[src/verilog/brd_pkg.sv]
// constants for the baud rate and divider timer block
// Contract
// - variable-rate UART baud equals 2^doubling*pclk/(32*2*(256-high byte reload)).
// - mode select at 1 makes the divider a normal divider, fractional baud off.
// - enabled normal divider is an 8-bit auto-reload counter counting up from reload.
// - result register shows the counter value; reload register supplies the reload value.
// - every normal-divider overflow sets the overflow flag and requests an interrupt. Here irq only rises while irq_mask is 1, and irq_mask resets to 0.
// - divider output clock is input clock divided by (256 minus reload value).
package brd_pkg;
   localparam logic [7:0]  ADDR_CTRL    = 8'h00; // divider_control_reg
   localparam logic [7:0]  ADDR_RELOAD  = 8'h04; // divider_reload_reg
   localparam logic [7:0]  ADDR_RESULT  = 8'h08; // divider_result_reg, read only
   localparam logic [7:0]  ADDR_THIGH   = 8'h0C; // baud_timer_high_byte
   localparam logic [7:0]  ADDR_MASK    = 8'h10; // interrupt mask
   localparam logic [7:0]  ADDR_BAUD    = 8'h14; // baud timer control
   localparam int          CTRL_EN_BIT  = 0;     // divider_enable
   localparam int          CTRL_MS_BIT  = 1;     // divider_mode_select
   localparam int          CTRL_OV_BIT  = 2;     // normal_divider_overflow_flag, write 1 clears
   localparam int          BAUD_RUN_BIT = 0;     // baud timer run
   localparam int          BAUD_DBL_BIT = 1;     // baud_doubling_bit
   localparam logic [7:0]  RST_BYTE     = 8'h00;
   localparam logic [7:0]  CNT_TOP      = 8'hFF;
   localparam logic [4:0]  BAUD_DIV32   = 5'h1F; // 32 overflows per bit
   localparam logic [4:0]  BAUD_DIV16   = 5'h0F; // 16 overflows per bit when doubled
   localparam logic [31:0] RST_WORD     = 32'h00000000;
endpackage : brd_pkg

[src/verilog/brd_reload_counter.sv]
// 8-bit auto-reload up counter with overflow pulse
`timescale 1ns/1ps
module brd_reload_counter (
   input  wire logic       pclk,    // clock
   input  wire logic       presetn, // async reset, active low
   input  wire logic       run,     // counting allowed
   input  wire logic       tick,    // input clock pulse
   input  wire logic [7:0] reload,  // reload value
   output logic      [7:0] count,   // current value
   output logic            ovf      // overflow pulse
);
   logic [7:0] next_count;

   assign ovf = run & tick & (count == brd_pkg::CNT_TOP);
   // idle counter sits at reload so the first period is full length
   assign next_count = !run ? reload :
                       ovf  ? reload :
                       tick ? count + 8'h01 : count;

   always_ff @(posedge pclk or negedge presetn) begin
      if (!presetn) count <= brd_pkg::RST_BYTE;
      else          count <= next_count;
   end
endmodule : brd_reload_counter

[src/verilog/brd_top.sv]
// baud timer and normal divider with apb registers and interrupt
//
// Chosen here: the address map and register access over APB.
`timescale 1ns/1ps
module brd_top (
   input  wire logic        pclk,                  // 40 MHz peripheral clock
   input  wire logic        presetn,               // async reset, active low
   input  wire logic        psel,                  // apb select
   input  wire logic        penable,               // apb access phase
   input  wire logic        pwrite,                // apb direction
   input  wire logic [7:0]  paddr,                 // apb byte address
   input  wire logic [31:0] pwdata,                // apb write data
   output logic      [31:0] prdata,                // apb read data
   output logic             pready,                // apb ready
   output logic             pslverr,               // apb error, unmapped address
   output logic             irq,                   // level interrupt
   output logic             baud_tick,             // one pulse per uart bit time
   output logic             divider_output_clock,  // one pulse per divider overflow
   output logic             frac_baud_en           // fractional baud path allowed
);
   logic [7:0] reload_reg;
   logic [7:0] thigh_reg;
   logic       div_en;
   logic       mode_sel;
   logic       normal_divider_overflow_flag;
   logic       irq_mask;
   logic       baud_run;
   logic       baud_dbl;
   logic       tmr_tick;
   logic [4:0] baud_sub;
   logic [7:0] div_count;
   logic       div_ovf;
   logic       tmr_ovf;
   logic       div_pulse;
   logic [7:0] tmr_count;

   wire setup    = psel & ~penable;
   wire wr       = psel & penable & pwrite;
   wire hit_ctrl = paddr == brd_pkg::ADDR_CTRL;
   wire hit_rel  = paddr == brd_pkg::ADDR_RELOAD;
   wire hit_res  = paddr == brd_pkg::ADDR_RESULT;
   wire hit_th   = paddr == brd_pkg::ADDR_THIGH;
   wire hit_mask = paddr == brd_pkg::ADDR_MASK;
   wire hit_baud = paddr == brd_pkg::ADDR_BAUD;
   wire mapped   = hit_ctrl | hit_rel | hit_res | hit_th | hit_mask | hit_baud;
   wire div_run  = div_en & mode_sel;
   wire [4:0] baud_last = baud_dbl ? brd_pkg::BAUD_DIV16 : brd_pkg::BAUD_DIV32;
   wire normal_divider_overflow_flag_clr = wr & hit_ctrl & pwdata[brd_pkg::CTRL_OV_BIT];

   wire [31:0] rd_mux =
      hit_ctrl ? {29'h0, normal_divider_overflow_flag, mode_sel, div_en} :
      hit_rel  ? {24'h0, reload_reg} :
      hit_res  ? {24'h0, div_count} :
      hit_th   ? {24'h0, thigh_reg} :
      hit_mask ? {31'h0, irq_mask} :
      hit_baud ? {30'h0, baud_dbl, baud_run} : brd_pkg::RST_WORD;

   // zero wait states; read data is captured in the setup cycle so it comes from a flop
   assign pready       = 1'b1;
   assign pslverr      = psel & penable & ~mapped;
   assign irq          = normal_divider_overflow_flag & irq_mask;
   assign frac_baud_en = div_en & ~mode_sel;
   assign divider_output_clock = div_pulse;
   assign baud_tick    = tmr_ovf & (baud_sub == baud_last);

   always_ff @(posedge pclk or negedge presetn) begin
      if (!presetn) prdata <= brd_pkg::RST_WORD;
      else if (setup && !pwrite) prdata <= rd_mux;
   end

   always_ff @(posedge pclk or negedge presetn) begin
      if (!presetn) begin
         div_en   <= 1'b0;
         mode_sel <= 1'b0;
         irq_mask <= 1'b0;
         baud_run <= 1'b0;
         baud_dbl <= 1'b0;
      end else if (wr) begin
         if (hit_ctrl) div_en   <= pwdata[brd_pkg::CTRL_EN_BIT];
         if (hit_ctrl) mode_sel <= pwdata[brd_pkg::CTRL_MS_BIT];
         if (hit_mask) irq_mask <= pwdata[0];
         if (hit_baud) baud_run <= pwdata[brd_pkg::BAUD_RUN_BIT];
         if (hit_baud) baud_dbl <= pwdata[brd_pkg::BAUD_DBL_BIT];
      end
   end

   always_ff @(posedge pclk or negedge presetn) begin
      if (!presetn) begin
         reload_reg <= brd_pkg::RST_BYTE;
         thigh_reg  <= brd_pkg::RST_BYTE;
      end else if (wr) begin
         if (hit_rel) reload_reg <= pwdata[7:0];
         if (hit_th)  thigh_reg  <= pwdata[7:0];
      end
   end

   // an overflow in the clearing cycle must not be lost, so set beats clear
   always_ff @(posedge pclk or negedge presetn) begin
      if (!presetn)     normal_divider_overflow_flag <= 1'b0;
      else if (div_ovf) normal_divider_overflow_flag <= 1'b1;
      else if (normal_divider_overflow_flag_clr) normal_divider_overflow_flag <= 1'b0;
   end

   always_ff @(posedge pclk or negedge presetn) begin
      if (!presetn) div_pulse <= 1'b0;
      else          div_pulse <= div_ovf;
   end

   // the baud timer counts at half the peripheral clock
   always_ff @(posedge pclk or negedge presetn) begin
      if (!presetn)      tmr_tick <= 1'b0;
      else if (baud_run) tmr_tick <= ~tmr_tick;
      else               tmr_tick <= 1'b0;
   end

   always_ff @(posedge pclk or negedge presetn) begin
      if (!presetn)       baud_sub <= 5'h00;
      else if (!baud_run) baud_sub <= 5'h00;
      else if (baud_tick) baud_sub <= 5'h00;
      else if (tmr_ovf)   baud_sub <= baud_sub + 5'h01;
   end

   brd_reload_counter u_div (
      .pclk    (pclk),
      .presetn (presetn),
      .run     (div_run),
      .tick    (1'b1),
      .reload  (reload_reg),
      .count   (div_count),
      .ovf     (div_ovf)
   );

   brd_reload_counter u_tmr (
      .pclk    (pclk),
      .presetn (presetn),
      .run     (baud_run),
      .tick    (tmr_tick),
      .reload  (thigh_reg),
      .count   (tmr_count),
      .ovf     (tmr_ovf)
   );

   // helper: cycles since the last overflow with unchanged configuration
   logic [8:0] gap;
   logic       gap_ok;
   always_ff @(posedge pclk or negedge presetn) begin
      if (!presetn) begin
         gap    <= 9'h000;
         gap_ok <= 1'b0;
      end else if (!div_run || (wr && (hit_rel || hit_ctrl))) begin
         gap    <= 9'h000;
         gap_ok <= 1'b0;
      end else if (div_ovf) begin
         gap    <= 9'h000;
         gap_ok <= 1'b1;
      end else begin
         gap    <= gap + 9'h001;
      end
   end
endmodule : brd_top

[config.mk]
export PLATFORM = sky130hd
export DESIGN_NAME = brd_top
export DESIGN_NICKNAME = d
export VERILOG_FILES = /design/src/verilog/brd_pkg.sv /design/src/verilog/brd_reload_counter.sv /design/src/verilog/brd_top.sv
export SDC_FILE = /design/constraint.sdc
export NUM_CORES = 1
export LEC_CHECK = 0
export BUFFER_PORTS_ARGS = -buffer_cell sky130_fd_sc_hd__buf_2
export CAP_MARGIN = 20
export CELL_PAD_IN_SITES_DETAIL_PLACEMENT = 1
export CELL_PAD_IN_SITES_GLOBAL_PLACEMENT = 2
export CORE_MARGIN = 3
export CORE_UTILIZATION = 35
export CTS_BUF_LIST = sky130_fd_sc_hd__clkbuf_4 sky130_fd_sc_hd__clkbuf_8
export CTS_CLUSTER_SIZE = 14
export DETAILED_ROUTE_END_ITERATION = 10
export PLACE_DENSITY_LB_ADDON = 0.1
export SLEW_MARGIN = 20
export SYNTH_ARGS = -nofsm -noshare
export SYNTH_HDL_FRONTEND = slang
export SYNTH_SLANG_ARGS = --single-unit
[constraint.sdc]
create_clock -name pclk -period 4.45 [get_ports pclk]
set_input_delay 0.445 -clock pclk [delete_from_list [all_inputs] [get_ports pclk]]
set_output_delay 0.445 -clock pclk [all_outputs]
set_load 0.03 [all_outputs]
Yosys cells after proc, flatten, opt, wreduce, memory -nomap -nowiden. Cells that the tools add are included.

Flip-flop bits (word level): 77. Bits of input ports: 45. Output and inout bits: 38. Logic and storage cells: 76.

Add/sub/neg operators: 3. Equal/unequal tests: 10. Mux-type cells: 18. Bitwise operators: 22. Reduce and logical (&&, ||, !) cells: 9.

Operators with widths (count): $mux 8 (9); $mux 5 (4); $add 8x1->8 const B (2); $eq 8x4->1 const B (2); $eq 8x5->1 const B (2); $eq 8x8->1 const B (2); $and 1x1->1 (13); $reduce_and 2->1 (5); $eq 8x3->1 const B (1); $logic_not 8->1 (1); $add 5x1->5 const B (1); $eq 5x5->1 (1); $or 1x1->1 (5); $mux 2 (2); $not 1->1 (4); $mux 1 (3); $ne 3x1->1 const B (1); $ne 3x2->1 const B (1); $reduce_bool 2->1 (1); $logic_and 1x1->1 (1); $logic_not 1->1 (1).

Depth between registers and ports, before layout.
Word-level depth: 8. Gate-level depth with buffers: 6. Gate-level depth less buffers: 5.

Hierarchy. A second synthesis with hierarchy kept.

Cell total of the unflattened synthesis: 304. Area total of the unflattened synthesis: 3049.2 um^2.

Modules (own cells, without submodules): brd_top (instances 1, cells each 186, area each 2040.7 um^2, seq. area each 925.9 um^2); brd_reload_counter (instances 2, cells each 59, area each 504.2 um^2, seq. area each 200.2 um^2).

Worst setup path after synthesis. OpenSTA, ideal clock, no wires.

Kind: input port to flip-flop. Start point: input paddr[7]. End point: register thigh_reg[0]. Setup time: 125 ps. Arrival time: 1801 ps. Data required time: 4325 ps. Slack: 2524 ps. Stages on the path: 4. Path buffers: 0. Cell sequence: or4_4 -> nor3_4 -> nand4b_4 -> mux2_2.

Longest elaborated chain between the ends: 2.

RTL lines: from (decl) (RTL line brd_top.sv:11) `input wire logic [7:0] paddr,`; $eq 8x4->1 (RTL line brd_top.sv:42) `wire hit_th = paddr == brd_pkg::ADDR_THIGH;`; $reduce_and 2->1 (no source line); to (signal assigned) (RTL line brd_top.sv:90) `thigh_reg <= brd_pkg::RST_BYTE;`; to (signal assigned) (RTL line brd_top.sv:93) `if (hit_th) thigh_reg <= pwdata[7:0];`; to (decl) (RTL line brd_top.sv:22) `logic [7:0] thigh_reg;`.

Every way passes these cells. A chain may end at the register's enable or synchronous reset.

Final worst setup path.
Start point: register u_tmr.count[0]. End point: output baud_tick.

Longest elaborated chain between the ends: 3.

RTL lines: from (decl) (RTL line brd_reload_counter.sv:9) `output logic [7:0] count,`; from (signal assigned) (RTL line brd_reload_counter.sv:21) `if (!presetn) count <= brd_pkg::RST_BYTE;`; from (signal assigned) (RTL line brd_reload_counter.sv:22) `else count <= next_count;`; $eq 8x8->1 (RTL line brd_reload_counter.sv:14) `assign ovf = run & tick & (count == brd_pkg::CNT_TOP);`; $and 1x1->1 (RTL line brd_reload_counter.sv:14); $and 1x1->1 (RTL line brd_top.sv:64) `assign baud_tick = tmr_ovf & (baud_sub == baud_last);`; to (decl) (RTL line brd_top.sv:17) `output logic baud_tick,`.

Every way passes these cells.

==> qor.csv <==
metric,value,unit
status,completed,
fin_skew,11.3,ps
report.final.hold_viol_count,0,
worstSetupEndpointType,primary output,
cp_max_fo,8,
cts_sinks,53,
initial_core_util,0.369,
p_int,0.670,mW
grtUsageMet1,0.212,
finalSetupTns,0,ps
fp.dieH,97.4,microns
root_buffer,clkbuf_8,
worstMarginPinSlew,805,ps
cts_buffer_depth,2,
r2r_slack,2360,ps
vdd.ir_drop.worst,0.000135,V
grt_pass1_vias,2150,
rsz0062_at_grt,false,
hold_ws,242,ps
crit_slowest_cell,dfrtp_1,
post-route-util,0.401,
max_slew_margin,0.462,
drt_first_iter_violations,70,
ant_nets,0,
postCtsHoldBufs,0,
fin_crit,2430,ps
r2r_end,baud_sub[4],
seq_power_share,0.548,
syn_avg_cell_area,10.1,sq um
place_hpwl,5.04,mm
ys_seq_area_frac,0.453,
setup_viol,0,
syn-cell-area,2930,sq um
drv_slew,0,
switching_share,0.258,
drc,0,
n_antenna_cell,0,
core,7930,sq um
power_density,284,nW/um^2
arrival,1990,ps
clk_pin_slew,100,ps
grt_pass1_wl,11.4,mm
dpl_cell_area,3080,sq um
ys_async_sr_fraction,1.00,
grt-busiest-layer,met2,
synth_fa_ha_area_frac,0.0128,
use_met2,0.234,
synth_edf_count,0,
firstDrtPassIters,4,
clock_latency,310,ps
clockPowerShare,0.363,
finalCritPeriodShare,0.547,
synthMuxAreaShare,0.117,
ys.flop_type,dfrtp_1,
tritoncts,built,
vias_per_cell,5.25,
cap_violations,0,
worst_ep_required_time,4010,ps
grt_max_degree,54,
wl,6.89,mm
synth-simple-area-share,0.180,
fin_cells,419,
worstSetupPathType,register to primary output,
r2r_start,u_tmr.count[0],
vias,2199,
fillCellCount,933,
global_route.usage.met3,0.0337,
num-nets-final,365,
dp_cells,412,
synth_top_family_by_area,simple AND/OR/NAND/NOR gates,
max_freq,411,MHz
drive_above_1_share,0.230,
h-tree-depth,2,
power_leakage,1.57,nW
ys_seq_elements,53,
cp_slowest_stage_delay,410,ps
postCtsSetupBuffers,0,
reg2reg_depth,5,
rows,32,
place.gp.congestion,0.747,
synth_cell_types,53,
dieArea,9490,sq um
ctsResizeCount,0,
grtUsageTotal,0.149,
start_kind,register,
synth-compound-area-share,0.122,
io_pins,83,
portBuffers,33,
combPwrFrac,0.090,
antenna_found_initial,0,
cts_buffers,5,
yosys.area_share.xor_xnor,0.0240,
path_cells,ha_1 -> nand4_2 -> nor2_1 -> and3_1 -> buf_2,
wl_per_cell,16.4,microns
syn2layout_area_growth,8.77,%
ys.warnings.count,0,
design_area,3180,sq um
hold_class,input pin to async pin,
die_w,97.4,microns
syn_inst,289,
p_switching,0.233,mW
grt_overflow,0,
## worst max-delay path by stage
stage	from	end	slack, ps	depth (start not counted)
final	u_tmr.count[0]	baud_tick	2020	5
after global routing	u_tmr.count[0]	baud_tick	1790	5
after CTS	u_tmr.count[0]	baud_tick	1980	5
after detailed placement	paddr[2]	reload_reg[2]	2170	4
after global placement	paddr[2]	reload_reg[6]	2180	4
after floorplan	paddr[7]	thigh_reg[0]	2520	4
## power groups by stage
| stage | Combinational, mW | Sequential, mW | Clock (mW) |
|---|---|---|---|
| 2_1_floorplan | 0.0709 | 0.501 | 0 |
| 3_3_place_gp | 0.0814 | 0.504 | 0 |
| 3_5_place_dp | 0.0818 | 0.504 | 0 |
| 4_1_cts | 0.0819 | 0.494 | 0.336 |
| 5_1_grt | 0.0894 | 0.496 | 0.360 |
| 6_report | 0.0808 | 0.494 | 0.328 |
## kinds of logic (layout without fill, tap and decap cells)
group,count (synthesis),in the layout
other cells,2,25
compound gates,54,54
simple gates,97,97
flops,53,53
buf+inv,42,47
xor+xnor,8,8
mux,30,30
fa+ha+maj,3,3
## layout make-up
type                            count  area, sq um  share of cell area
Clock buffer                        5         68.8              0.0216
Inverter                            6         22.5             0.00708
Sequential cell                    53         1330               0.417
Timing Repair Buffer               34          173              0.0543
Tap cell                          102          128              0.0401
Multi-Input combinational cell    217         1430               0.449
Clock inverter                      2         35.0              0.0110
## cells in the mapped netlist (5+ instances only)
| cell | instances | share of area |
|---|---|---|
| a21oi_1 | 14 | 0.024 |
| buf_4 | 25 | 0.064 |
| clkbuf_1 | 7 | 0.0090 |
| dfrtp_1 | 53 | 0.45 |
| inv_1 | 6 | 0.0077 |
| mux2_2 | 24 | 0.092 |
| mux2i_1 | 5 | 0.017 |
| nand2_1 | 32 | 0.041 |
| nand3_1 | 8 | 0.014 |
| nor2_1 | 20 | 0.026 |
| nor3_1 | 5 | 0.0086 |
| o21ai_0 | 16 | 0.027 |
## worst max-delay path, delay by kind of cell, from the launching register on
kind | cells | cell delay (ps)
adder cells (fa/ha/maj) | 1 | 230
AND/OR/NAND/NOR | 3 | 830
flip-flops | 1 | 410
buffers and inverters | 1 | 190
## stage by stage
stage	worst slack, ps	total power [mW]
detailed placement	2170	0.586
global route	1790	0.945
CTS	1980	0.912
global placement	2180	0.585
finish	2020	0.903
floorplan	2520	0.572
## layout by cell type, fill, tap and decap left out, types with 2 or more instances in the layout
master	Yosys	routed
nand4_1	4	4
a21o_1	2	2
conb_1	2	25
or3_1	3	3
nand2_1	32	32
nor2_1	20	20
xnor2_1	4	4
nor3_1	5	5
mux2_2	24	24
ha_1	3	3
a221o_1	2	2
o22ai_1	2	2
nor3b_1	2	2
and2_1	3	3
nor2b_1	4	4
xor2_1	4	4
buf_2	3	33
nand3_1	8	8
a32o_1	4	4
dfrtp_1	53	53
o21ai_0	16	16
a21boi_0	3	3
mux2i_1	5	5
a22o_1	2	2
clkbuf_8	0	5
a21oi_1	14	14
and3_1	3	3
inv_1	6	6
## metal layers
metal / part of all wire / wire length [microns]
met1: 0.48 / 3340
met2: 0.47 / 3210
met3: 0.043 / 297
met4: 0.0065 / 45
met5: 0 / 0
Power figures use the tool's default switching activity.
